[config.mk]
export PLATFORM = sky130hd
export DESIGN_NAME = lnb_control_status_regs
export DESIGN_NICKNAME = d
export VERILOG_FILES = /design/src/lnb_regs_pkg.sv /design/src/sense_sync.sv /design/src/lnb_control_status_regs.sv
export SDC_FILE = /design/constraint.sdc
export NUM_CORES = 1
export LEC_CHECK = 0
export BUFFER_PORTS_ARGS = -buffer_cell sky130_fd_sc_hd__buf_2
export CORE_MARGIN = 2
export CORE_UTILIZATION = 43
export CTS_CLUSTER_SIZE = 40
export DETAILED_ROUTE_END_ITERATION = 8
export PLACE_DENSITY = 0.69
export SYNTH_ARGS = -nofsm -noshare
export SYNTH_HDL_FRONTEND = slang
export SYNTH_HIERARCHICAL = 1
export SYNTH_SLANG_ARGS = --single-unit
[constraint.sdc]
create_clock -name sys_clk_i -period 2.4 [get_ports sys_clk_i]
set_input_delay 0.24 -clock sys_clk_i [delete_from_list [all_inputs] [get_ports sys_clk_i]]
set_output_delay 0.24 -clock sys_clk_i [all_outputs]
set_load 0.02 [all_outputs]
[src/lnb_regs_pkg.sv]
/*
  Constants and types shared by the supply-regulator register logic.
  Assumes a 125 MHz system clock and a two-wire serial bus as the only register port.
*/
package lnb_regs_pkg;

  ////////////////////////////////////////////////////////////////////////////
  localparam int CLK_FREQ_MHZ = 125;
  localparam int OC_DISABLE_TIME_US = 45000;
  localparam int OC_DISABLE_CYCLES = OC_DISABLE_TIME_US * CLK_FREQ_MHZ;
  localparam int OC_CNT_W = 23;

  // Arbitrary bus address, chosen freely for this design.
  localparam logic [6:0] DEV_ADDR_DEFAULT = 7'h08;

  ////////////////////////////////////////////////////////////////////////////
  localparam int CTRL_W = 4;
  localparam int CTRL_LEVEL_LSB = 0;
  localparam int CTRL_LEVEL_MSB = 2;
  localparam int CTRL_ON_BIT = 3;
  localparam logic [3:0] CTRL_RESET = 4'h0;

  localparam int ST_OFF = 0;
  localparam int ST_PUMP = 1;
  localparam int ST_OC = 2;
  localparam int ST_TRIM = 3;
  localparam int ST_RANGE = 4;
  localparam int ST_TEMP = 6;
  localparam int ST_SUPPLY = 7;

  ////////////////////////////////////////////////////////////////////////////
  localparam int SN_SCL = 0;
  localparam int SN_SDA = 1;
  localparam int SN_SUPPLY_LOW = 2;
  localparam int SN_SUPPLY_OK = 3;
  localparam int SN_OVERCURRENT = 4;
  localparam int SN_OVERTEMP = 5;
  localparam int SN_TEMP_OK = 6;
  localparam int SN_PUMP_GOOD = 7;
  localparam int SN_RANGE_WIDE = 8;
  localparam int SN_RANGE_NARROW = 9;
  localparam int SN_TRIM = 10;
  localparam int SN_W = 11;

  localparam logic [3:0] BYTE_BITS = 4'h8;
  localparam int MV_W = 15;

  // Output targets in millivolts, indexed by the level code.
  localparam logic [7:0][14:0] LEVEL_TARGET_MV = {
    15'h4e20, 15'h4cd3, 15'h4a38, 15'h48eb,
    15'h3d33, 15'h37fd, 15'h3563, 15'h3415
  };

  typedef enum logic [2:0] {
    BUS_IDLE = 3'h0,
    BUS_ADDR = 3'h1,
    BUS_ADDR_ACK = 3'h3,
    BUS_WR_DATA = 3'h2,
    BUS_WR_ACK = 3'h6,
    BUS_RD_DATA = 3'h7,
    BUS_RD_ACK = 3'h5,
    BUS_WAIT = 3'h4
  } bus_state_type;

endpackage : lnb_regs_pkg

[src/sense_sync.sv]
/*
  Two-stage synchroniser for a vector of asynchronous level inputs.
  Assumes each bit is a slow level; no bit relation is kept across the vector.
*/
`timescale 1ns/100ps
module sense_sync #(
  parameter int W = 1
) (
  input wire logic sys_clk_i,
  input wire logic sys_rst_i,
  input wire logic [W-1:0] raw_i,
  input wire logic [W-1:0] rst_val_i,
  output logic [W-1:0] sync_o
);

  typedef struct packed {
    logic [W-1:0] first;
    logic [W-1:0] second;
  } sync_state_type;

  sync_state_type q;
  sync_state_type d;

  ////////////////////////////////////////////////////////////////////////////
  always_comb begin
    d.first = raw_i ^ rst_val_i;
    d.second = q.first;
  end

  // The flops hold each bit relative to its idle level, so the constant reset presents the idle level.
  always_ff @(posedge sys_clk_i or posedge sys_rst_i) begin
    if (sys_rst_i) begin
      q <= '0;
    end else begin
      q <= d;
    end
  end

  assign sync_o = q.second ^ rst_val_i;

endmodule : sense_sync

[src/lnb_control_status_regs.sv]
/*
  Control and status registers of the output supply regulator, reached over
  the two-wire serial bus: one write register, one read register, an
  open-drain attention request line.
  Assumes analog comparators deliver the sensed conditions as levels and the
  bus master keeps to standard two-wire signalling at a much slower rate.
*/
`timescale 1ns/100ps
module lnb_control_status_regs #(
  parameter logic [6:0] DEV_ADDR = lnb_regs_pkg::DEV_ADDR_DEFAULT,
  parameter int unsigned OC_DISABLE_CYCLES = lnb_regs_pkg::OC_DISABLE_CYCLES
) (
  input wire logic sys_clk_i,
  input wire logic sys_rst_i,
  input wire logic scl_i,
  input wire logic sda_i,
  output logic sda_o,
  output logic sda_oe_n_o,
  output logic attn_o,
  output logic attn_oe_n_o,
  input wire logic supply_low_i,
  input wire logic supply_ok_i,
  input wire logic overcurrent_i,
  input wire logic overtemp_i,
  input wire logic temp_ok_i,
  input wire logic pump_good_i,
  input wire logic range_wide_i,
  input wire logic range_narrow_i,
  input wire logic trim_lock_i,
  output logic [2:0] level_code_o,
  output logic [14:0] level_target_mv_o,
  output logic output_on_o
);

  typedef struct packed {
    lnb_regs_pkg::bus_state_type st;
    logic [7:0] shift;
    logic [3:0] bit_cnt;
    logic rw;
    logic acked;
    logic scl_prev;
    logic sda_prev;
    logic sda_oe_n;
    logic [lnb_regs_pkg::CTRL_W-1:0] ctrl;
    logic off_flag;
    logic pump_flag;
    logic oc_flag;
    logic trim_flag;
    logic range_flag;
    logic temp_flag;
    logic supply_flag;
    logic attn_oe_n;
    logic [lnb_regs_pkg::OC_CNT_W-1:0] oc_cnt;
    logic out_on;
    logic [lnb_regs_pkg::MV_W-1:0] target_mv;
  } state_type;

  localparam state_type RESET_STATE = '{
    st: lnb_regs_pkg::BUS_IDLE,
    scl_prev: 1'b1,
    sda_prev: 1'b1,
    sda_oe_n: 1'b1,
    ctrl: lnb_regs_pkg::CTRL_RESET,
    off_flag: 1'b1,
    attn_oe_n: 1'b1,
    target_mv: lnb_regs_pkg::LEVEL_TARGET_MV[0],
    default: '0
  };

  localparam logic [lnb_regs_pkg::OC_CNT_W-1:0] OC_LIMIT =
    lnb_regs_pkg::OC_CNT_W'(OC_DISABLE_CYCLES);

  // Bus lines idle high; starting the synchroniser there avoids a false bus edge after reset.
  localparam logic [lnb_regs_pkg::SN_W-1:0] SN_IDLE = (lnb_regs_pkg::SN_W'(1) << lnb_regs_pkg::SN_SCL)
    | (lnb_regs_pkg::SN_W'(1) << lnb_regs_pkg::SN_SDA);

  state_type q;
  state_type d;

  logic [lnb_regs_pkg::SN_W-1:0] raw;
  logic [lnb_regs_pkg::SN_W-1:0] sn;
  logic scl_rise;
  logic scl_fall;
  logic bus_start;
  logic bus_stop;
  logic status_acked;
  logic enable_write;
  logic oc_event;
  logic any_fault;
  logic off_set;
  logic [7:0] status_now;

  // Composes the read register from the flags.
  function automatic logic [7:0] status_byte(input state_type s);
    logic [7:0] b;
    b = 8'h00;
    b[lnb_regs_pkg::ST_OFF] = s.off_flag;
    b[lnb_regs_pkg::ST_PUMP] = s.pump_flag;
    b[lnb_regs_pkg::ST_OC] = s.oc_flag;
    b[lnb_regs_pkg::ST_TRIM] = s.trim_flag;
    b[lnb_regs_pkg::ST_RANGE] = s.range_flag;
    b[lnb_regs_pkg::ST_TEMP] = s.temp_flag;
    b[lnb_regs_pkg::ST_SUPPLY] = s.supply_flag;
    return b;
  endfunction : status_byte

  ////////////////////////////////////////////////////////////////////////////
  always_comb begin
    raw = '0;
    raw[lnb_regs_pkg::SN_SCL] = scl_i;
    raw[lnb_regs_pkg::SN_SDA] = sda_i;
    raw[lnb_regs_pkg::SN_SUPPLY_LOW] = supply_low_i;
    raw[lnb_regs_pkg::SN_SUPPLY_OK] = supply_ok_i;
    raw[lnb_regs_pkg::SN_OVERCURRENT] = overcurrent_i;
    raw[lnb_regs_pkg::SN_OVERTEMP] = overtemp_i;
    raw[lnb_regs_pkg::SN_TEMP_OK] = temp_ok_i;
    raw[lnb_regs_pkg::SN_PUMP_GOOD] = pump_good_i;
    raw[lnb_regs_pkg::SN_RANGE_WIDE] = range_wide_i;
    raw[lnb_regs_pkg::SN_RANGE_NARROW] = range_narrow_i;
    raw[lnb_regs_pkg::SN_TRIM] = trim_lock_i;
  end

  sense_sync #(
    .W(lnb_regs_pkg::SN_W)
  ) u_sense_sync (
    .sys_clk_i(sys_clk_i),
    .sys_rst_i(sys_rst_i),
    .raw_i(raw),
    .rst_val_i(SN_IDLE),
    .sync_o(sn)
  );

  ////////////////////////////////////////////////////////////////////////////
  always_comb begin
    scl_rise = sn[lnb_regs_pkg::SN_SCL] & ~q.scl_prev;
    scl_fall = ~sn[lnb_regs_pkg::SN_SCL] & q.scl_prev;
    bus_start = sn[lnb_regs_pkg::SN_SCL] & q.sda_prev & ~sn[lnb_regs_pkg::SN_SDA];
    bus_stop = sn[lnb_regs_pkg::SN_SCL] & ~q.sda_prev & sn[lnb_regs_pkg::SN_SDA];
    status_acked = (q.st == lnb_regs_pkg::BUS_RD_ACK) & scl_rise & ~sn[lnb_regs_pkg::SN_SDA];
  end

  ////////////////////////////////////////////////////////////////////////////
  always_comb begin
    d = q;
    enable_write = 1'b0;
    status_now = status_byte(q);
    d.scl_prev = sn[lnb_regs_pkg::SN_SCL];
    d.sda_prev = sn[lnb_regs_pkg::SN_SDA];

    if (bus_start) begin
      d.st = lnb_regs_pkg::BUS_ADDR;
      d.bit_cnt = '0;
      d.sda_oe_n = 1'b1;
    end else if (bus_stop) begin
      d.st = lnb_regs_pkg::BUS_IDLE;
      d.sda_oe_n = 1'b1;
    end else begin
      case (q.st)
        lnb_regs_pkg::BUS_ADDR: begin
          if (scl_rise) begin
            d.shift = {q.shift[6:0], sn[lnb_regs_pkg::SN_SDA]};
            d.bit_cnt = q.bit_cnt + 4'h1;
          end else if (scl_fall && q.bit_cnt == lnb_regs_pkg::BYTE_BITS) begin
            d.bit_cnt = '0;
            if (q.shift[7:1] == DEV_ADDR) begin
              d.sda_oe_n = 1'b0;
              d.rw = q.shift[0];
              d.st = lnb_regs_pkg::BUS_ADDR_ACK;
            end else begin
              d.st = lnb_regs_pkg::BUS_WAIT;
            end
          end
        end
        lnb_regs_pkg::BUS_ADDR_ACK: begin
          if (scl_fall) begin
            if (q.rw) begin
              d.shift = status_now << 1;
              d.sda_oe_n = status_now[7];
              d.bit_cnt = 4'h1;
              d.st = lnb_regs_pkg::BUS_RD_DATA;
            end else begin
              d.sda_oe_n = 1'b1;
              d.bit_cnt = '0;
              d.st = lnb_regs_pkg::BUS_WR_DATA;
            end
          end
        end
        lnb_regs_pkg::BUS_WR_DATA: begin
          if (scl_rise) begin
            d.shift = {q.shift[6:0], sn[lnb_regs_pkg::SN_SDA]};
            d.bit_cnt = q.bit_cnt + 4'h1;
          end else if (scl_fall && q.bit_cnt == lnb_regs_pkg::BYTE_BITS) begin
            d.sda_oe_n = 1'b0;
            d.ctrl = q.shift[lnb_regs_pkg::CTRL_W-1:0];
            enable_write = q.shift[lnb_regs_pkg::CTRL_ON_BIT];
            d.st = lnb_regs_pkg::BUS_WR_ACK;
          end
        end
        lnb_regs_pkg::BUS_WR_ACK: begin
          if (scl_fall) begin
            d.sda_oe_n = 1'b1;
            d.bit_cnt = '0;
            d.st = lnb_regs_pkg::BUS_WR_DATA;
          end
        end
        lnb_regs_pkg::BUS_RD_DATA: begin
          if (scl_fall) begin
            if (q.bit_cnt == lnb_regs_pkg::BYTE_BITS) begin
              d.sda_oe_n = 1'b1;
              d.st = lnb_regs_pkg::BUS_RD_ACK;
            end else begin
              d.sda_oe_n = q.shift[7];
              d.shift = q.shift << 1;
              d.bit_cnt = q.bit_cnt + 4'h1;
            end
          end
        end
        lnb_regs_pkg::BUS_RD_ACK: begin
          if (scl_rise) begin
            d.acked = ~sn[lnb_regs_pkg::SN_SDA];
          end else if (scl_fall) begin
            if (q.acked) begin
              d.shift = status_now << 1;
              d.sda_oe_n = status_now[7];
              d.bit_cnt = 4'h1;
              d.st = lnb_regs_pkg::BUS_RD_DATA;
            end else begin
              d.st = lnb_regs_pkg::BUS_WAIT;
            end
          end
        end
        lnb_regs_pkg::BUS_IDLE, lnb_regs_pkg::BUS_WAIT: begin
          d.sda_oe_n = 1'b1;
        end
        default: begin
          d.st = lnb_regs_pkg::BUS_IDLE;
          d.sda_oe_n = 1'b1;
        end
      endcase
    end

    //////////////////////////////////////////////////////////////////////////
    // Overcurrent disable timer
    if (!sn[lnb_regs_pkg::SN_OVERCURRENT]) begin
      d.oc_cnt = '0;
    end else if (q.oc_cnt != OC_LIMIT) begin
      d.oc_cnt = q.oc_cnt + lnb_regs_pkg::OC_CNT_W'(1);
    end
    oc_event = sn[lnb_regs_pkg::SN_OVERCURRENT] & (q.oc_cnt == OC_LIMIT);

    d.supply_flag = sn[lnb_regs_pkg::SN_SUPPLY_LOW] | (q.supply_flag & ~(status_acked
      & sn[lnb_regs_pkg::SN_SUPPLY_OK]));
    d.oc_flag = oc_event | (q.oc_flag & ~(status_acked & ~sn[lnb_regs_pkg::SN_OVERCURRENT]));
    d.temp_flag = sn[lnb_regs_pkg::SN_OVERTEMP] | (q.temp_flag & ~(status_acked
      & sn[lnb_regs_pkg::SN_TEMP_OK]));

    d.pump_flag = sn[lnb_regs_pkg::SN_PUMP_GOOD];
    d.trim_flag = q.trim_flag | sn[lnb_regs_pkg::SN_TRIM];

    if (q.out_on && sn[lnb_regs_pkg::SN_RANGE_WIDE]) begin
      d.range_flag = 1'b1;
    end else if (q.out_on && sn[lnb_regs_pkg::SN_RANGE_NARROW]) begin
      d.range_flag = 1'b0;
    end

    any_fault = d.supply_flag | d.oc_flag | d.temp_flag | ~sn[lnb_regs_pkg::SN_PUMP_GOOD];
    off_set = any_fault | ~d.ctrl[lnb_regs_pkg::CTRL_ON_BIT];
    d.off_flag = off_set | (q.off_flag & ~enable_write);
    d.out_on = ~d.off_flag;

    if ((sn[lnb_regs_pkg::SN_SUPPLY_LOW] & ~q.supply_flag) | (oc_event & ~q.oc_flag)
        | (sn[lnb_regs_pkg::SN_OVERTEMP] & ~q.temp_flag)) begin
      d.attn_oe_n = 1'b0;
    end else if (status_acked) begin
      d.attn_oe_n = 1'b1;
    end

    d.target_mv = lnb_regs_pkg::LEVEL_TARGET_MV[d.ctrl[lnb_regs_pkg::CTRL_LEVEL_MSB:lnb_regs_pkg::CTRL_LEVEL_LSB]];
  end

  ////////////////////////////////////////////////////////////////////////////
  // Control reset to zero
  always_ff @(posedge sys_clk_i or posedge sys_rst_i) begin
    if (sys_rst_i) begin
      q <= RESET_STATE;
    end else begin
      q <= d;
    end
  end

  ////////////////////////////////////////////////////////////////////////////
  assign sda_o = 1'b0;
  assign sda_oe_n_o = q.sda_oe_n;
  assign attn_o = 1'b0;
  assign attn_oe_n_o = q.attn_oe_n;
  assign level_code_o = q.ctrl[lnb_regs_pkg::CTRL_LEVEL_MSB:lnb_regs_pkg::CTRL_LEVEL_LSB];
  assign level_target_mv_o = q.target_mv;
  assign output_on_o = q.out_on;

endmodule : lnb_control_status_regs

==> impl_metrics.csv <==
group,metric,value,unit
routing,vias_per_cell,4.926,
clock_tree,clock_latency,0.35,ns
timing,setup-tns-final,0,ns
setup_path,crit_end,"q[60]$_DFFE_PP0P_",
timing,hold_violations,0,
placement,place_area,4878,µm²
clock_tree,ctsResizeCount,0,
clock_tree,clock_path_buffers,2,
cells_and_area,drive_gt1_share,19.58,%
setup_path,reg2reg_depth,6,
routing,routedWlPerCell,12.67,µm
yosys,async_flop_share,100.0,%
pwr,power_frac_comb,18.0,%
setup_path,arrival,2.44,ns
setup_path,reg2reg_to,"q[60]$_DFFE_PP0P_",
placement,portBuffers,33,
timing,slew_headroom,48.61,%
routing,drtPass1Iterations,4,
yosys,synth-seq-cells,91,
pwr,peakVddDrop,302.4,µV
global_route,grt_overflow,0,
yosys,seq_area_frac_synth,49.85,%
setup_path,crit_path_start_kind,"flip-flop",
timing,timing.fmax,452.9,MHz
setup_path,rr_startpoint,"u_sense_sync/q[1]$_DFF_PP0_",
clock_tree,numCtsBuffers,9,
routing,ant_nets,0,
clock_tree,h-tree-depth,3,
pwr,switching_share,30.30,%
pwr,power_density,672.4,nW/µm²
timing,finalSetupViolCount,0,
cells_and_area,fin_area,5070,µm²
timing,final-max-slew-violation-count,0,
global_route,grt_max_degree,70,
timing,rsz0062_at_grt,"no",
timing,fin_ws,0.1922,ns
placement,dp_hpwl,5513,µm
die,dieArea,11520,µm²
global_route,gr-usage-all-layers,14.45,%
pwr,seqPwrFrac,53.9,%
yosys,synth_cells,425,
clock_tree,cts_tree,"yes",
setup_path,r2r_setup_slack,0.19,ns
setup_path,crit_start,"u_sense_sync/q[1]$_DFF_PP0_",
routing,vias,3010,
yosys,yosysWarnings,6,
die,pin_count,36,
clock_tree,clock_sinks,91,
yosys,synth_edf_count,0,
setup_path,cp.required,2.63,ns
setup_path,worstPathMaxFanout,8,
clock_tree,holdBufCountCts,1,
pwr,power.leakage,2.330,nW
placement,dp_slack,0.1947,ns
yosys,ys_types,66,
worst_hold_path,hp-class,"in2reg",
global_route,antenna_found_initial,0,
pwr,pwr-share-clk,28.1,%
clock_tree,clock-root-buffer,"clkbuf_8",
timing,hold_slack,0.05875,ns
routing,drc_errors,0,
timing,worst_pin_slew,0.7701,ns
routing,drt_iter0_drc,145,
timing,fin_crit,2.208,ns
yosys,synth-main-ff-cell,"dfrtp_1",
yosys,synth_area_per_cell,10.81,µm²
clock_tree,post_cts_buffers,0,
cells_and_area,fillers,972,
timing,post-route-period-util,91.99,%
job,maxCapViolCount,0,
clock_tree,clk_pin_slew,0.09,ns
setup_path,crit_type,"reg2reg",
die,rows,37,
die,start_util,44.29,%
die,die_x,107.4,µm
routing,wirelength,7740,µm
pwr,intPower,2.376,mW
placement,gp_congestion,0.9192,
pwr,p_switching,1.033,mW
die,core_area,10370,µm²
cells_and_area,synthToLayoutAreaGrowth,10.38,%
yosys,synthesis.area,4593,µm²
global_route,first_global_vias,2888,
cells_and_area,antennaDiodeCount,0,
setup_path,end_kind,"flip-flop",
timing,finalClockSkew,0.01140,ns
die,chipHeight,107.4,µm
global_route,grt_pass1_wl,13440,µm
run_status,run_status,"complete, no violations",
cells_and_area,num-nets-final,494,
-- synth_stat cells (4+ instances only) --
master    instances  share of area [%]
dfrtp_1          81                 44
nand2_1          38                3.1
xor2_1           27                5.1
buf_4            23                3.8
o21ai_0          21                2.3
inv_1            20                1.6
and2_1           19                2.6
nor2_1           19                1.6
xnor2_1          15                2.9
nand3_1          14                1.5
ha_1             11                3.0
dfstp_2          10                5.7
nand4_1          10                1.4
a21oi_1           8               0.87
mux2_2            8                2.0
nor2b_1           7               0.95
and4_1            6                1.1
mux2i_1           6                1.3
o22ai_1           6               0.82
nand2b_1          5               0.68
clkbuf_1          4               0.33
-- power by group through the flow --
stage               registers (mW)  logic [mW]  clock network [mW]
floorplan                     1.81       0.516                   0
global placement              1.86       0.601                   0
detailed placement            1.87       0.616                   0
CTS                           1.84       0.620               0.999
global route                  1.86       0.687                1.06
finish                        1.84       0.614               0.956
-- flip-flops by register name, indices dropped and copies added, names as in the netlist --
signal and cells:
level_target_mv_o 13, q 50, u_sense_sync/d 11, level_code_o 3, attn_oe_n_o 1, output_on_o 1
sda_oe_n_o 1, u_sense_sync/q 11
-- logic make-up (layout without fill, tap and decap cells) --
kind of cell    Yosys count  in the layout  share of synthesized area, %
compound gates           65             65                         10.19
xor+xnor                 42             42                         8.009
fa+ha+maj                11             11                         2.996
buf+inv                  50             78                         6.020
flops                    91             91                         49.85
mux                      16             16                         4.004
other cells               2             24                        0.1635
simple gates            148            148                         18.77
-- how the worst min path moves through the flow --
stage | from | end | slack [ns] | depth (start not counted)
final | sda_i | u_sense_sync/d[1]$_DFF_PP0_ | 0.06 | 2
after global routing | sda_i | u_sense_sync/d[1]$_DFF_PP0_ | 0.04 | 2
after CTS | sda_i | u_sense_sync/d[1]$_DFF_PP0_ | 0.04 | 2
after detailed placement | u_sense_sync/d[3]$_DFF_PP0_ | u_sense_sync/q[3]$_DFF_PP0_ | 0.33 | 0
after global placement | u_sense_sync/d[4]$_DFF_PP0_ | u_sense_sync/q[4]$_DFF_PP0_ | 0.33 | 0
after floorplan | sys_rst_i | u_sense_sync/d[0]$_DFF_PP0_ | 0.23 | 1
-- critical path: stages, from the launching register on --
cell      delay, ns
dfrtp_1        0.38
xor2_1         0.40
nor2b_1        0.29
o21a_1         0.34
a21oi_1        0.12
o211ai_4       0.18
mux2_2         0.38
-- per-layer routing --
layer / routed length (µm) / track usage [%] / up-vias
li1: - / - / 1496
met1: 3739 / 19.06 / 1461
met2: 3674 / 24.05 / 46
met3: 234 / 2.966 / 7
met4: 92 / 4.396 / 0
met5: 0 / 0 / -
-- metrics by stage --
| step | instances | util (%) | total power, mW |
|---|---|---|---|
| 3_3_place_gp | 594 | 47.04 | 2.460 |
| 4_1_cts | 611 | 48.89 | 3.458 |
| 3_5_place_dp | 594 | 47.04 | 2.483 |
| 2_1_floorplan | 447 | - | 2.330 |
| 6_report | 611 | 48.89 | 3.409 |
| 5_1_grt | 611 | 48.89 | 3.615 |
-- layout by cell type (no fill, tap or decap), drive strengths merged, types with 2 or more instances in the layout --
cell type	synthesis	final
a21boi	6	6
a311oi	3	3
or2	2	2
clkbuf	4	12
clkinv	0	2
nor2b	7	7
o21a	2	2
and4	6	6
conb	2	24
dfstp	10	10
o21ai	25	25
inv	21	22
nor3	3	3
xor2	27	27
buf	25	40
mux2i	7	7
or3	2	2
nand3b	2	2
nor3b	3	3
xnor2	15	15
mux2	9	9
nand3	15	15
nand4	10	10
a21oi	9	9
nand2	40	40
a31oi	3	3
nor4b	2	2
nand2b	6	6
dfrtp	81	81
o22ai	6	6
and2	19	19
ha	11	11
a22o	2	2
nor4	5	5
nor2	20	20
-- cell type report --
cell class / instances / area [µm²] / area share [%]
Clock buffer: 12 / 145.1 / 2.863
Inverter: 21 / 78.83 / 1.555
Sequential cell: 91 / 2290 / 45.16
Clock inverter: 4 / 36.28 / 0.7157
Multi-Input combinational cell: 306 / 2110 / 41.61
Tap cell: 136 / 170.2 / 3.356
Timing Repair Buffer: 41 / 240.2 / 4.738
Note: power is estimated with default switching activity, not from simulation.
